### src/rtl/tcc_pkg.sv
// tcc_pkg: register map, field layout and timing constants of the temperature compensation block
package tcc_pkg;

  // register offsets
  localparam logic [7:0] TCC_OFF_TEMP_LOW  = 8'h28;
  localparam logic [7:0] TCC_OFF_TEMP_HIGH = 8'h29;
  localparam logic [7:0] TCC_OFF_TURNOVER  = 8'h2c;
  localparam logic [7:0] TCC_OFF_HOT_CURV  = 8'h2d;
  localparam logic [7:0] TCC_OFF_NET_LOW   = 8'h2e;
  localparam logic [7:0] TCC_OFF_NET_HIGH  = 8'h2f;
  localparam logic [7:0] TCC_OFF_CTRL      = 8'h2a;
  localparam logic [7:0] TCC_OFF_COLD_CURV = 8'h2b;
  localparam logic [7:0] TCC_OFF_TRIM      = 8'h0c;
  localparam logic [7:0] TCC_OFF_GAIN      = 8'h0d;

  // field positions
  localparam int TCC_CTRL_TSE_BIT   = 0;
  localparam int TCC_TURN_DIR_BIT   = 4;
  localparam int TCC_CODE_W         = 10;
  localparam int TCC_TURN_W         = 5;
  localparam int TCC_CURV_W         = 7;
  localparam int TCC_GAIN_W         = 5;
  localparam int TCC_NET_W          = 16;

  // reset / preset values
  localparam logic [7:0] TCC_TURNOVER_RST = 8'h00;
  localparam logic [7:0] TCC_CTRL_RST     = 8'h00;
  localparam logic [9:0] TCC_CODE_RST     = 10'h000;

  // arithmetic constants
  localparam logic [9:0]  TCC_TURN_BASE   = 10'd596;
  localparam logic [9:0]  TCC_KELVIN_OFS  = 10'd273;
  localparam logic [9:0]  TCC_CODE_MIN    = 10'd446;
  localparam logic [9:0]  TCC_CODE_MAX    = 10'd726;
  localparam int          TCC_CURV_SHIFT  = 12;   // divide by 4096
  localparam int          TCC_CURV_SCALE  = 2048;
  localparam logic [4:0]  TCC_TRIM_BIAS   = 5'd16;

  // timing: one conversion every 1 ms at 25 MHz
  localparam int TCC_CLK_HZ       = 25000000;
  localparam int TCC_CONV_US      = 1000;
  localparam int TCC_CONV_CYCLES  = TCC_CLK_HZ / 1000000 * TCC_CONV_US;

  typedef enum logic [1:0] {
    TCC_IDLE,
    TCC_FIRST,
    TCC_SECOND,
    TCC_CALC
  } tcc_state_type;

endpackage : tcc_pkg

### src/rtl/tcc_sync.sv
// tcc_sync: two flip-flop synchroniser for a bus of pin inputs
`timescale 1ns/1ps
`default_nettype none
module tcc_sync #(
  parameter int W = 1
) (
  // clock and reset
  input  wire logic         clk,
  input  wire logic         arst_n,
  // data
  input  wire logic [W-1:0] d,
  output var  logic [W-1:0] q
);
  logic [W-1:0] meta_r;

  always_ff @(posedge clk or negedge arst_n) begin
    if (!arst_n) begin
      meta_r <= '0;
      q      <= '0;
    end else begin
      meta_r <= d;
      q      <= meta_r;
    end
  end
endmodule : tcc_sync
`default_nettype wire

### src/rtl/tcc_curv.sv
// tcc_curv: curvature term coefficient * (t - t0)^2 / 4096
`timescale 1ns/1ps
`default_nettype none
module tcc_curv (
  // operands
  input  wire logic [9:0]  code,
  input  wire logic [9:0]  turn_ref,
  input  wire logic [6:0]  coef,
  // result
  output var  logic [15:0] curv
);
  import tcc_pkg::*;

  logic [9:0]  diff;
  logic [19:0] square;
  logic [26:0] prod;

  assign diff   = (code >= turn_ref) ? code - turn_ref : turn_ref - code;
  assign square = diff * diff;
  assign prod   = square * coef;
  // the quotient never needs more than 15 bits, so it cannot overflow
  assign curv   = {1'b0, prod[26:TCC_CURV_SHIFT]};
endmodule : tcc_curv
`default_nettype wire

### src/rtl/tcc_top.sv
// tcc_top: temperature readout and oscillator compensation arithmetic
`timescale 1ns/1ps
`default_nettype none
// What this block does
// - ten-bit code split over two byte registers
// - code averages two consecutive sensor conversions
// - code equals twice absolute temperature kelvin
// - convert only while sense enable set
// - practical code range 446 to 726
// - net correction is initial plus curvature
// - initial term from trim and gain
// - curvature is coefficient times square over 4096
// - turnover reference is 596 plus field
// - pick cold or hot coefficient by code
// - coefficients unsigned, scaled by 2048
// - turnover register 2Ch, five bits, read-only
// - turnover field sign-magnitude half-degree steps
// - hot coefficient seven bits at 2Dh, read-only
// - hot coefficient applies above turnover
// - initial term equals twice gain*analog minus digital-16
// - gain register five bits, loaded at power-up
module tcc_top (
  // clock and reset
  input  wire logic        clk,
  input  wire logic        arst_n,
  // temperature converter sample from the analog front end
  input  wire logic [9:0]  sense_code,
  input  wire logic        sense_valid,
  // production presets recalled at power-up
  input  wire logic [4:0]  preset_turnover,
  input  wire logic [6:0]  preset_hot_curv,
  input  wire logic [6:0]  preset_cold_curv,
  input  wire logic [4:0]  preset_trim_gain,
  input  wire logic [7:0]  preset_initial_trim,
  // register port
  input  wire logic [7:0]  reg_addr,
  input  wire logic [7:0]  reg_wdata,
  input  wire logic        reg_wr,
  input  wire logic        reg_rd,
  output var  logic [7:0]  reg_rdata,
  // results
  output var  logic [9:0]  temp_code,
  output var  logic [15:0] net_correction,
  output var  logic        net_valid
);
  import tcc_pkg::*;

  ////////////////////////////////////////////////////////////////////////////
  // input synchronisers
  logic [9:0]  code_s;
  logic        valid_s;
  logic [4:0]  turn_s;
  logic [6:0]  hot_s;
  logic [6:0]  cold_s;
  logic [4:0]  gain_s;
  logic [7:0]  trim_s;

  tcc_sync #(.W(11)) u_sync_sense (
    .clk    (clk),
    .arst_n (arst_n),
    .d      ({sense_valid, sense_code}),
    .q      ({valid_s, code_s})
  );

  tcc_sync #(.W(32)) u_sync_preset (
    .clk    (clk),
    .arst_n (arst_n),
    .d      ({preset_turnover, preset_hot_curv, preset_cold_curv,
              preset_trim_gain, preset_initial_trim}),
    .q      ({turn_s, hot_s, cold_s, gain_s, trim_s})
  );

  ////////////////////////////////////////////////////////////////////////////
  // power-up recall of presets, caught once after reset release
  logic        recalled_r;
  logic [4:0]  turn_r;
  logic [6:0]  hot_r;
  logic [6:0]  cold_r;
  logic [4:0]  gain_r;
  logic [7:0]  trim_r;
  logic [1:0]  settle_r;
  logic        settle_done;
  logic        recall_now;

  // presets are read only after the synchroniser has flushed reset zeros
  assign settle_done = (settle_r == 2'h3);
  assign recall_now  = !recalled_r && settle_done;

  always_ff @(posedge clk or negedge arst_n) begin
    if (!arst_n) begin
      settle_r <= 2'h0;
    end else if (!settle_done) begin
      settle_r <= settle_r + 2'h1;
    end
  end

  always_ff @(posedge clk or negedge arst_n) begin
    if (!arst_n) begin
      recalled_r <= 1'b0;
      turn_r     <= TCC_TURNOVER_RST[4:0];
      hot_r      <= 7'h00;
      cold_r     <= 7'h00;
      gain_r     <= 5'h00;
      trim_r     <= 8'h00;
    end else if (recall_now) begin
      recalled_r <= 1'b1;
      turn_r     <= turn_s;
      hot_r      <= hot_s;
      cold_r     <= cold_s;
      gain_r     <= gain_s;
      trim_r     <= trim_s;
    end
  end

  ////////////////////////////////////////////////////////////////////////////
  // control register: only the sense enable is writable
  logic [7:0] ctrl_r;
  logic [7:0] ctrl_wdata;
  logic       ctrl_wr;
  logic       temp_sense_enable;

  assign ctrl_wr    = reg_wr && (reg_addr == TCC_OFF_CTRL);
  assign ctrl_wdata = {7'h00, reg_wdata[TCC_CTRL_TSE_BIT]};
  assign temp_sense_enable        = ctrl_r[TCC_CTRL_TSE_BIT];

  always_ff @(posedge clk or negedge arst_n) begin
    if (!arst_n) begin
      ctrl_r <= TCC_CTRL_RST;
    end else if (ctrl_wr) begin
      ctrl_r <= ctrl_wdata;
    end
  end

  ////////////////////////////////////////////////////////////////////////////
  // averaging sequencer: two conversions, then recompute
  tcc_state_type state_r;
  tcc_state_type state_nxt;
  logic [9:0]    first_r;
  logic [9:0]    code_r;
  logic [10:0]   sum;
  logic [9:0]    avg;
  logic          take;
  logic          load_first;
  logic          load_second;
  logic          calc_now;

  assign take        = valid_s && temp_sense_enable;
  assign sum         = {1'b0, first_r} + {1'b0, code_s};
  // code is twice kelvin; rounded mean of two samples
  assign avg         = 10'((sum + 11'd1) >> 1);
  assign load_first  = (state_r == TCC_FIRST) && take;
  assign load_second = (state_r == TCC_SECOND) && take;
  assign calc_now    = (state_r == TCC_CALC);

  always_comb begin
    state_nxt = state_r;
    case (state_r)
      TCC_IDLE:   if (temp_sense_enable && recalled_r) state_nxt = TCC_FIRST;
      TCC_FIRST:  if (!temp_sense_enable) state_nxt = TCC_IDLE;
                  else if (take) state_nxt = TCC_SECOND;
      TCC_SECOND: if (!temp_sense_enable) state_nxt = TCC_IDLE;
                  else if (take) state_nxt = TCC_CALC;
      TCC_CALC:   state_nxt = temp_sense_enable ? TCC_FIRST : TCC_IDLE;
      default:    state_nxt = TCC_IDLE;
    endcase
  end

  always_ff @(posedge clk or negedge arst_n) begin
    if (!arst_n) begin
      state_r <= TCC_IDLE;
    end else begin
      state_r <= state_nxt;
    end
  end

  always_ff @(posedge clk or negedge arst_n) begin
    if (!arst_n) begin
      first_r <= TCC_CODE_RST;
    end else if (load_first) begin
      first_r <= code_s;
    end
  end

  always_ff @(posedge clk or negedge arst_n) begin
    if (!arst_n) begin
      code_r <= TCC_CODE_RST;
    end else if (load_second) begin
      code_r <= avg;
    end
  end

  ////////////////////////////////////////////////////////////////////////////
  // compensation arithmetic
  logic [9:0]  turn_ref;
  logic        above;
  logic [6:0]  coef;
  logic [15:0] curv_corr;
  logic signed [15:0] init_corr;
  logic signed [15:0] net_sum;
  logic        in_range;
  logic        turn_below;
  logic [9:0]  turn_steps;

  // sign-magnitude half-degree steps, both zero patterns give 596
  assign turn_below = turn_r[TCC_TURN_DIR_BIT];
  assign turn_steps = {6'h00, turn_r[3:0]};
  assign turn_ref   = turn_below ? TCC_TURN_BASE - turn_steps
                                 : TCC_TURN_BASE + turn_steps;
  assign above    = code_r >= turn_ref;
  assign coef     = above ? hot_r : cold_r;
  assign in_range = (code_r >= TCC_CODE_MIN) && (code_r <= TCC_CODE_MAX);

  tcc_curv u_curv (
    .code     (code_r),
    .turn_ref (turn_ref),
    .coef     (coef),
    .curv     (curv_corr)
  );

  // initial term: 2*(gain*analog_trim - (digital_trim-16)); trim byte packs
  // analog trim in the top three bits and digital trim in the low five bits
  logic [4:0]         analog_trim_value;
  logic [4:0]         digital_trim_value;
  logic [9:0]         gain_prod;
  logic signed [15:0] gain_term;
  logic signed [15:0] digital_term;
  logic signed [15:0] bias_term;

  assign analog_trim_value  = {2'b00, trim_r[7:5]};
  assign digital_trim_value = trim_r[4:0];
  assign gain_prod          = 10'(gain_r * analog_trim_value);
  assign gain_term          = 16'(signed'({1'b0, gain_prod, 1'b0}));
  assign digital_term       = 16'(signed'({1'b0, digital_trim_value, 1'b0}));
  assign bias_term          = 16'(signed'({1'b0, TCC_TRIM_BIAS, 1'b0}));
  assign init_corr          = gain_term - digital_term + bias_term;
  assign net_sum   = init_corr + signed'(curv_corr);

  // all three results move together, once per averaged pair
  always_ff @(posedge clk or negedge arst_n) begin
    if (!arst_n) begin
      net_correction <= 16'h0000;
    end else if (calc_now) begin
      net_correction <= net_sum;
    end
  end

  always_ff @(posedge clk or negedge arst_n) begin
    if (!arst_n) begin
      net_valid <= 1'b0;
    end else if (calc_now) begin
      net_valid <= in_range;
    end
  end

  always_ff @(posedge clk or negedge arst_n) begin
    if (!arst_n) begin
      temp_code <= TCC_CODE_RST;
    end else if (calc_now) begin
      temp_code <= code_r;
    end
  end

  ////////////////////////////////////////////////////////////////////////////
  // register read mux; presets ignore writes
  logic [7:0] rd_mux;
  logic       sel_temp_low;
  logic       sel_temp_high;
  logic       sel_turnover;
  logic       sel_hot;
  logic       sel_cold;
  logic       sel_gain;
  logic       sel_trim;
  logic       sel_ctrl;
  logic       sel_net_low;
  logic       sel_net_high;

  assign sel_temp_low  = (reg_addr == TCC_OFF_TEMP_LOW);
  assign sel_temp_high = (reg_addr == TCC_OFF_TEMP_HIGH);
  assign sel_turnover  = (reg_addr == TCC_OFF_TURNOVER);
  assign sel_hot       = (reg_addr == TCC_OFF_HOT_CURV);
  assign sel_cold      = (reg_addr == TCC_OFF_COLD_CURV);
  assign sel_gain      = (reg_addr == TCC_OFF_GAIN);
  assign sel_trim      = (reg_addr == TCC_OFF_TRIM);
  assign sel_ctrl      = (reg_addr == TCC_OFF_CTRL);
  assign sel_net_low   = (reg_addr == TCC_OFF_NET_LOW);
  assign sel_net_high  = (reg_addr == TCC_OFF_NET_HIGH);

  // one-hot address decode, so the or of masked fields is a plain mux;
  // an unmapped address selects nothing and reads zero
  assign rd_mux = ({8{sel_temp_low}}  & temp_code[7:0])
                | ({8{sel_temp_high}} & {6'h00, temp_code[9:8]})
                | ({8{sel_turnover}}  & {3'h0, turn_r})
                | ({8{sel_hot}}       & {1'b0, hot_r})
                | ({8{sel_cold}}      & {1'b0, cold_r})
                | ({8{sel_gain}}      & {3'h0, gain_r})
                | ({8{sel_trim}}      & trim_r)
                | ({8{sel_ctrl}}      & ctrl_r)
                | ({8{sel_net_low}}   & net_correction[7:0])
                | ({8{sel_net_high}}  & net_correction[15:8]);

  always_ff @(posedge clk or negedge arst_n) begin
    if (!arst_n) begin
      reg_rdata <= 8'h00;
    end else if (reg_rd) begin
      reg_rdata <= rd_mux;
    end
  end

endmodule : tcc_top
`default_nettype wire

### config.mk
export PLATFORM = sky130hd
export DESIGN_NAME = tcc_top
export DESIGN_NICKNAME = d
export VERILOG_FILES = /design/src/rtl/tcc_pkg.sv /design/src/rtl/tcc_sync.sv /design/src/rtl/tcc_curv.sv /design/src/rtl/tcc_top.sv
export SDC_FILE = /design/constraint.sdc
export NUM_CORES = 1
export LEC_CHECK = 0
export BUFFER_PORTS_ARGS = -buffer_cell sky130_fd_sc_hd__buf_4
export CELL_PAD_IN_SITES_DETAIL_PLACEMENT = 2
export CELL_PAD_IN_SITES_GLOBAL_PLACEMENT = 2
export CORE_ASPECT_RATIO = 0.9
export CORE_UTILIZATION = 44
export CTS_CLUSTER_SIZE = 16
export DETAILED_ROUTE_END_ITERATION = 12
export PLACE_DENSITY = 0.86
export SETUP_SLACK_MARGIN = 0.3
export SYNTH_ARGS = -nofsm -noshare
export SYNTH_HDL_FRONTEND = slang
export SYNTH_HIERARCHICAL = 1
export SYNTH_SLANG_ARGS = --single-unit
### constraint.sdc
create_clock -name clk -period 21.7 [get_ports clk]
set_input_delay 2.17 -clock clk [delete_from_list [all_inputs] [get_ports clk]]
set_output_delay 2.17 -clock clk [all_outputs]
set_load 0.01 [all_outputs]
==> summary.txt, run 1 <==
Status
  • Status: finished, final reports clean

Timing
  • Final setup fails: 0
  • Fin. Hold Viols: 0
  • Clock Skew: about 9.5 ps
  • Maximum operating frequency: roughly 0.06 GHz
  • Slew @ Worst Pin: between 1000 and 1500 ps
  • Count of pins over their slew limit: 0
  • Relative slew slack: 0.132
  • Tmin final: about 17000 ps
  • RSZ-0062 raised after global routing: false
  • Fin crit share: 0.768
  • TNS Setup: 0 ps

Finish
  • Area growth syn-to-layout: 10.6%
  • Fin util: 0.494
  • Nets: between 2000 and 2500
  • Most frequent cells in the layout: inv_1 (212), dfrtp_1 (179), nand2_1 (176), ha_1 (169), fa_1 (140)
  • Share of layout cells above drive strength 1: 0.124
  • Most common cell after layout, fill and taps aside: inv_1

Worst setup path
  • R2R Path Start: turn_r[2]
  • Reg2reg end: net_correction[15]
  • Max stage delay cell, worst path: xnor2_1
  • Max incr delay on CP: about 700 ps
  • CP max FO: 16
  • Most frequent CP cell: fa_1
  • Crit path to: net_correction[15]
  • Crit. End Element: flip-flop
  • CP required: around 22000 ps
  • Critical Path AT: ~17000 ps
  • CP startpoint: turn_r[2]
  • CP startpoint kind: flip-flop
  • Setup CP Type: reg -> reg
  • R2r setup slk: a little over 5000 ps
  • R2R depth: about 50

GRT
  • Pin count of the biggest net entering global routing: 100
  • Initial antenna violation count: 1
  • Total grt overflow: 0
  • Vias in the first global route: roughly 16000
  • Tot GR Track Use: 0.335
  • First-pass GRT wire length: around 96 mm

Yosys
  • Mux cell area share after synthesis: 0.0525
  • Synth async-reset ratio: 1.00
  • Synth Area in Simple Gates: 0.147
  • Netlist Area Pre-Place: between 15000 and 20000 um2
  • Post-synthesis sequential area ratio: 0.270
  • Synth Area in Adders: 0.297
  • Prevailing post-synth register cell: dfrtp_1
  • Unique cell type count in the Yosys netlist: just under 90
  • Syn_area_per_cell: about 9.6 um2
  • Synth Area in Compound Gates: 0.132
  • Synth Area in XOR/XNOR: 0.0351
  • YS warnings: 6
  • Number of flops mapped to enable cells by yosys: 0
  • Yosys reg bits: about 180
  • Post-Synthesis Cells: approximately 1700
  • Largest family of logic cells by synthesized area: adder cells

Place
  • Hpwl dp: around 42 mm
  • GP Congestion: between 0.8 and 0.9
  • Port bufs: 90

Floorplanning
  • Die Wd: 207 um
  • Starting Density: 0.446
  • Die Ht: between 150 and 200 um
  • Core area: ~37000 um2
  • Die area: a little under 40000 um2
  • IO Pins: 98
  • Row count: between 60 and 70

Drt
  • DR WL/cell: ~27 um
  • Total number of vias: around 14000
  • DRT Pass-1 Iters: 5
  • Drt drc: 0
  • Via/cell ratio: slightly above 6
  • DRT antenna net count: 0
  • Drt first-iter violations: ~740
  • Final wirelength: around 62 mm

Clock network
  • Htree depth: 4
  • Post-CTS Resized: 0
  • # Post-CTS Setup Buffers: 0
  • CTS tree: yes
  • CTS Hold Buffers Added: 0
  • CTS sink count: about 180
  • Max Root-Sink Buffers: 2
  • Clk_lat worst skew: 440 ps
  • Clock slew at reported path FFs: ~80 ps
  • Cts bufs inserted: 17
  • Root buf cell: clkbuf_16

Hold path
  • Min-Delay Path Class: reg -> reg

Flow run
  • Max Cap Viol: 0
-- per-stage QoR --
step	area, um2	setup WS (ps)	cells	hold slack, ps
5_1_grt	18300	4230	2286	349
2_1_floorplan	16600	8560	1731	331
6_report	18300	5030	2287	342
3_5_place_dp	17700	5650	2254	337
3_3_place_gp	17700	6170	2254	333
4_1_cts	18300	5120	2286	346
-- worst min path at each step --
stage	from	endpoint	slack (ps)	cells past startpoint
detailed placement	u_sync_preset/meta_r[0]	u_sync_preset/q[0]	340	0
floorplan	u_sync_preset/meta_r[0]	u_sync_preset/q[0]	330	0
finish	u_sync_preset/meta_r[11]	u_sync_preset/q[11]	340	0
global placement	u_sync_sense/meta_r[0]	u_sync_sense/q[0]	330	0
global route	u_sync_preset/meta_r[11]	u_sync_preset/q[11]	350	0
CTS	u_sync_preset/meta_r[11]	u_sync_preset/q[11]	350	0
-- layer usage --
layer / track usage / routed length [um] / vias up
met4: 0.172 / 3100 / 0
met2: 0.608 / 32200 / 521
met5: 0 / 0 / -
li1: - / - / 5900
met1: 0.387 / 24300 / 7186
met3: 0.0411 / 2520 / 199
-- registers in the layout, indices dropped and copies added (netlist names), 8 cells and up --
signal,cells
net_correction,16
reg_rdata,8
temp_code,10
trim_r,8
u_sync_preset/meta_r,32
u_sync_sense/meta_r,11
u_sync_sense/q,11
u_sync_preset/q,32
first_r,10
code_r,10
-- cell usage after synthesis (all sizes together), types with 4 or more instances --
master     n  area (um2)
a2111oi    4        57.6
a211o      9        78.8
a211oi    11         110
a21boi     4        30.0
a21o      29         218
a21oi     65         325
a311oi    14         123
a31o       5        52.6
a31oi     20         161
and2      55         344
and3       8        50.1
buf       18        96.3
clkbuf    48         180
dfrtp    179        4480
fa       140        2800
ha       169        2110
inv      216         811
mux2      41         473
mux2i     33         330
nand2    176         661
nand2b    34         213
nand3     33         170
nand3b     5        37.5
nand4      9        56.3
nor2     112         423
nor2b     19         119
nor3      22         110
nor3b      9        72.6
o2111ai   10         105
o211ai    12        95.1
o21a      15         113
o21ai     59         295
o21bai     9        67.6
o221ai     5        43.8
o31ai      8        73.8
or2       11        68.8
xnor2     41         382
xor2      22         200
-- cell type report --
| type | instances | area, um2 |
|---|---|---|
| tap | 483 | 604 |
| inverter | 218 | 818 |
| sequential | 179 | 4480 |
| clock buffer | 20 | 447 |
| antenna | 1 | 2.50 |
| clock inverter | 12 | 168 |
| timing repair buffer | 106 | 800 |
| multi-input combinational | 1268 | 11000 |
| fill | 3870 | 18800 |
-- critical path, delay by kind of cell (launching register included) --
kind / cells / cell delay [ps]
xor+xnor: 3 / 1380
buf+inv: 7 / 550
simple gates: 8 / 1570
flops: 1 / 520
compound gates: 17 / 5200
fa+ha+maj: 15 / 7130
mux: 1 / 210
-- cell families (layout without fill, tap and decap cells) --
group / Yosys count / after routing
multiplexers: 77 / 77
AND/OR/NAND/NOR: 508 / 508
XOR/XNOR: 63 / 63
buffers and inverters: 284 / 356
adder cells (fa/ha/maj): 309 / 309
AO/OA/AOI/OAI: 303 / 303
flip-flops: 179 / 179
other: 3 / 9
Power of run 1 is not shown: default switching activity piles up to over one toggle a cycle in this logic, so the estimate is an artifact.
==> run 2: changes to the inputs <==
--- a/config.mk
+++ b/config.mk
@@ -9,10 +9,10 @@
 export CELL_PAD_IN_SITES_DETAIL_PLACEMENT = 2
 export CELL_PAD_IN_SITES_GLOBAL_PLACEMENT = 2
 export CORE_ASPECT_RATIO = 0.9
-export CORE_UTILIZATION = 44
+export CORE_UTILIZATION = 41
 export CTS_CLUSTER_SIZE = 16
 export DETAILED_ROUTE_END_ITERATION = 12
-export PLACE_DENSITY = 0.86
+export PLACE_DENSITY = 0.81
 export SETUP_SLACK_MARGIN = 0.3
 export SYNTH_ARGS = -nofsm -noshare
 export SYNTH_HDL_FRONTEND = slang
==> constraint.sdc (replaced) <==
create_clock -name clk -period 16 [get_ports clk]
set_input_delay 1.6 -clock clk [delete_from_list [all_inputs] [get_ports clk]]
set_output_delay 1.6 -clock clk [all_outputs]
set_load 0.01 [all_outputs]
==> run 2 against run 1 <==
Net effect: routed wire length down 13%; via count down 5.0%; critical path depth up 2; non-clock buffer count up 14; first-iteration DRC count down 10%; sequential share of layout area down 0.19 points; global-route usage down 6.6 points; die area up 7.2%; register-to-register slack worse by 3800 ps; critical endpoint is now net_correction[14].
==> summary.txt, run 2 (synthesized netlist as in run 1, its figures left out) <==
Status
  • Status: finished, final reports clean

Drt
  • DRT antenna net count: 0
  • Final wirelength: around 54 mm
  • Via/cell ratio: 5.58
  • Drt drc: 0
  • Drt first-iter violations: 664
  • Total number of vias: about 13000
  • DR WL/cell: ~23 um
  • DRT Pass-1 Iters: 5

GRT
  • First-pass GRT wire length: ~86 mm
  • Pin count of the biggest net entering global routing: 70
  • Total grt overflow: 0
  • Tot GR Track Use: 0.269
  • Initial antenna violation count: 1
  • Vias in the first global route: between 15000 and 20000
  • M3 GR Usage: 0.0243
  • Met2 GRT Util: 0.503
  • Most Crowded Layer GR: met2
  • M1 GR Usage: 0.325

Clock network
  • Htree depth: 4
  • Cts bufs inserted: 17
  • CTS Hold Buffers Added: 0
  • CTS tree: yes
  • CTS sink count: ~180
  • Root buf cell: clkbuf_16
  • Max Root-Sink Buffers: 2
  • Clock slew at reported path FFs: approximately 70 ps
  • Clk_lat worst skew: ~440 ps

Floorplanning
  • Die Ht: between 150 and 200 um
  • Starting Density: 0.418
  • Die area: 41200 um2
  • Row count: 69
  • IO Pins: between 90 and 100
  • Core area: slightly below 40000 um2
  • Die Wd: between 200 and 250 um

Worst setup path
  • Max stage delay cell, worst path: fa_1
  • Max incr delay on CP: between 500 and 600 ps
  • CP startpoint: turn_r[0]
  • Crit path buf inv count: 10
  • Critical Path AT: ~15000 ps
  • Largest delay share family, worst path: adder cells
  • CP startpoint kind: flip-flop
  • Setup CP Type: reg -> reg
  • Crit. End Element: flip-flop
  • CP max FO: 9
  • R2R Path Start: turn_r[0]
  • CP required: approximately 16000 ps
  • Most frequent CP cell: fa_1

Timing
  • Fin crit share: 0.926
  • Tmin final: ~15000 ps
  • Count of pins over their slew limit: 0
  • RSZ-0062 raised after global routing: false
  • Fin. Hold Viols: 0
  • TNS Setup: 0 ps
  • Slew @ Worst Pin: roughly 1300 ps
  • Final setup fails: 0
  • Worst setup margin: roughly 1200 ps
  • Relative slew slack: 0.152
  • Fin Hold WS: around 350 ps
  • Maximum operating frequency: between 0.06 and 0.07 GHz
  • Clock Skew: about 11 ps

Finish
  • Nets: about 2200
  • Design area: 18500 um2
  • Area growth syn-to-layout: 11.5%
  • Sequential Area: about 4500 um2
  • Multi-input gate area: between 10000 and 15000 um2
  • Top Registers: u_sync_preset/meta_r (32), u_sync_preset/q (32), net_correction (16)
  • Most frequent cells in the layout: inv_1 (212), dfrtp_1 (179), nand2_1 (176), ha_1 (169), fa_1 (140)
  • # diodes: 0
  • Filler cells: 4160
  • Most common cell after layout, fill and taps aside: inv_1
  • Share of layout cells above drive strength 1: 0.133

Place
  • Post-placement cell area: 17900 um2
  • Hpwl dp: 39.9 mm
  • Port bufs: 90
  • GP Congestion: between 0.8 and 0.9
  • Post-place setup slack: ~550 ps

Hold path
  • HP Start: u_sync_sense/meta_r[2]
  • Min-Delay Path Class: reg -> reg

Flow run
  • Max Cap Viol: 0
run 2: cell types whose count changed in the layout (fill, tap and decap cells not counted), sizes merged:
| cell | delta |
|---|---|
| buf | +14 |
| clkbuf | -1 |
| diode | -1 |
| clkinvlp | +1 |
| clkinv | +1 |
| bufinv | -2 |
run 2: final cells by class:
| type | count | area share |
|---|---|---|
| clock buffer | 19 | 0.0240 |
| clock inverter | 12 | 0.00663 |
| inverter | 218 | 0.0443 |
| multi-input combinational | 1268 | 0.598 |
| sequential | 179 | 0.242 |
| tap | 532 | 0.0360 |
| timing repair buffer | 120 | 0.0489 |
run 2: path summary, 6_finish.rpt:
| path | end | slack (ps) | depth (start not counted) |
|---|---|---|---|
| setup / recovery | net_correction[14] | 1190 | 53 |
| hold / removal | u_sync_sense/q[2] | 350 | 0 |
| setup reg to reg | net_correction[14] | 1190 | 53 |
| hold reg to reg | u_sync_sense/q[2] | 350 | 0 |
| max in group asynchronous | net_valid | 12840 | 3 |
| min in group asynchronous | u_sync_preset/q[7] | 1110 | 1 |
run 2: routing by layer:
metal / vias up / routed length [um]
met5: - / 14
met2: 253 / 28100
met3: 86 / 1530
met4: 2 / 1280
met1: 6853 / 22900
li1: 5917 / -
run 2: what timing repair did:
item	in CTS	in global routing
gates resized for setup	0	6
setup buffers	0	5
endpoints found under the setup margin	0	6
run 2: per-stage QoR:
stage,std cells,util
2_1_floorplan,1731,-
3_3_place_gp,2312,0.451
3_5_place_dp,2312,0.451
4_1_cts,2343,0.465
5_1_grt,2348,0.466
6_report,2348,0.466
Power of run 2 is left out for the same reason.
==> run 3: changes to the inputs <==
--- a/config.mk
+++ b/config.mk
@@ -12,7 +12,7 @@
 export CORE_UTILIZATION = 41
 export CTS_CLUSTER_SIZE = 16
 export DETAILED_ROUTE_END_ITERATION = 12
-export PLACE_DENSITY = 0.81
+export PLACE_DENSITY_LB_ADDON = 0.08
 export SETUP_SLACK_MARGIN = 0.3
 export SYNTH_ARGS = -nofsm -noshare
 export SYNTH_HDL_FRONTEND = slang
==> run 3 against run 2 <==
Net effect: sequential share of layout area about the same; fmax hardly changed; cell count is essentially flat; via count is 1.8% lower; count of clock-buffer cells in the layout unchanged; sequential cell count unchanged; final area about the same; critical path depth decreased by 1; hold slack got worse by 7.5 ps; non-clock buffer count fell by 2.
==> summary.txt, run 3 (synthesized netlist as in run 1, its figures left out) <==
Hold path
  • Min-Delay Path Class: reg -> reg

Worst setup path
  • Max incr delay on CP: 570 ps
  • Max stage delay cell, worst path: fa_1
  • CP max FO: 9
  • Setup CP Type: reg -> reg
  • Most frequent CP cell: fa_1
  • Critical Path AT: roughly 15000 ps
  • CP startpoint kind: flip-flop
  • CP required: roughly 16000 ps
  • Crit. End Element: flip-flop

Floorplanning
  • Row count: a little under 70
  • Core area: roughly 40000 um2
  • IO Pins: around 100
  • Starting Density: 0.418
  • Die area: approximately 41000 um2
  • Die Ht: ~190 um
  • Die Wd: 214 um

Clock network
  • Cts bufs inserted: 17
  • Root buf cell: clkbuf_16
  • CTS tree: yes
  • Clk_lat worst skew: 430 ps
  • CTS Hold Buffers Added: 0
  • Clock slew at reported path FFs: 70 ps
  • Max Root-Sink Buffers: 2
  • CTS sink count: 179
  • Htree depth: 4

Place
  • Port bufs: 90
  • Hpwl dp: roughly 38 mm
  • GP Congestion: ~0.8

Drt
  • Drt drc: 0
  • Via/cell ratio: between 5 and 6
  • DR WL/cell: about 21 um
  • DRT antenna net count: 0
  • Total number of vias: roughly 13000
  • Drt first-iter violations: around 520
  • DRT Pass-1 Iters: 5
  • Final wirelength: roughly 50 mm

Status
  • Status: finished, final reports clean

Timing
  • RSZ-0062 raised after global routing: false
  • Fin crit share: 0.925
  • Maximum operating frequency: 0.0676 GHz
  • Relative slew slack: 0.258
  • Slew @ Worst Pin: approximately 1100 ps
  • Count of pins over their slew limit: 0
  • Clock Skew: ~10 ps
  • Fin. Hold Viols: 0
  • Final setup fails: 0
  • TNS Setup: 0 ps
  • Tmin final: about 15000 ps

GRT
  • Tot GR Track Use: 0.249
  • First-pass GRT wire length: roughly 80 mm
  • Initial antenna violation count: 0
  • Pin count of the biggest net entering global routing: 101
  • Vias in the first global route: around 15000
  • Total grt overflow: 0

Finish
  • # diodes: 0
  • Filler cells: around 4200
  • Multi-input gate area: around 11000 um2
  • Nets: ~2200
  • Sequential Area: around 4500 um2
  • Most frequent cells in the layout: inv_1 (212), dfrtp_1 (179), nand2_1 (176), ha_1 (168), fa_1 (140)
  • Top Registers: u_sync_preset/meta_r (32), u_sync_preset/q (32), net_correction (16)
  • Share of layout cells above drive strength 1: 0.132
  • Most common cell after layout, fill and taps aside: inv_1
  • Area growth syn-to-layout: 11.4%

Flow run
  • Max Cap Viol: 0
==> run 3: worst max-delay path: cells and delay by family, from the launching register on <==
family	cells	cell delay [ps]
fa+ha+maj	14	6320
compound gates	21	5840
buf+inv	9	780
simple gates	4	540
flops	1	510
xor+xnor	3	430
mux	1	270
==> run 3: area by class of cell <==
class                      count  area share
sequential                   179       0.243
timing repair buffer         118      0.0482
clock buffer                  19      0.0234
clock inverter                13     0.00684
inverter                     218      0.0443
multi-input combinational   1268       0.599
tap                          532      0.0360
==> run 3: metrics by stage <==
| stage | setup slack (ps) | area, um2 | util | instances | hold slack, ps |
|---|---|---|---|---|---|
| CTS | 570 | 18400 | 0.465 | 2343 | 349 |
| finish | 1200 | 18500 | 0.466 | 2347 | 343 |
| global route | 318 | 18500 | 0.466 | 2347 | 352 |
| detailed placement | 683 | 17900 | 0.451 | 2311 | 336 |
| floorplan | 2860 | 16600 | - | 1731 | 331 |
| global placement | 946 | 17900 | 0.451 | 2311 | 332 |
==> run 3: worst paths after layout <==
kind,end,slack (ps),cells past startpoint,start
min reg2reg,u_sync_preset/q[14],340,0,u_sync_preset/meta_r[14]
min in group asynchronous,u_sync_preset/meta_r[2],1290,1,arst_n
max,net_correction[15],1200,52,turn_r[0]
min,u_sync_preset/q[14],340,0,u_sync_preset/meta_r[14]
max in group asynchronous,cold_r[1],13110,2,arst_n
max reg2reg,net_correction[15],1200,52,turn_r[0]
==> run 3: repair_timing <==
action | 4_1_cts | 5_1_grt
gates resized for setup | 0 | 5
setup buffers | 0 | 4
setup endpoints to repair | 0 | 7
endpoints found under the hold margin | 0 | 0
==> run 3: routing by layer <==
metal  GRT usage  vias up  routed length, um
li1            -     5905                  -
met1       0.326     6707              22800
met2       0.441      208              24800
met3      0.0205       60               1050
met4      0.0708        0               1020
met5           0        -                  0
Power of run 3 is left out for the same reason.
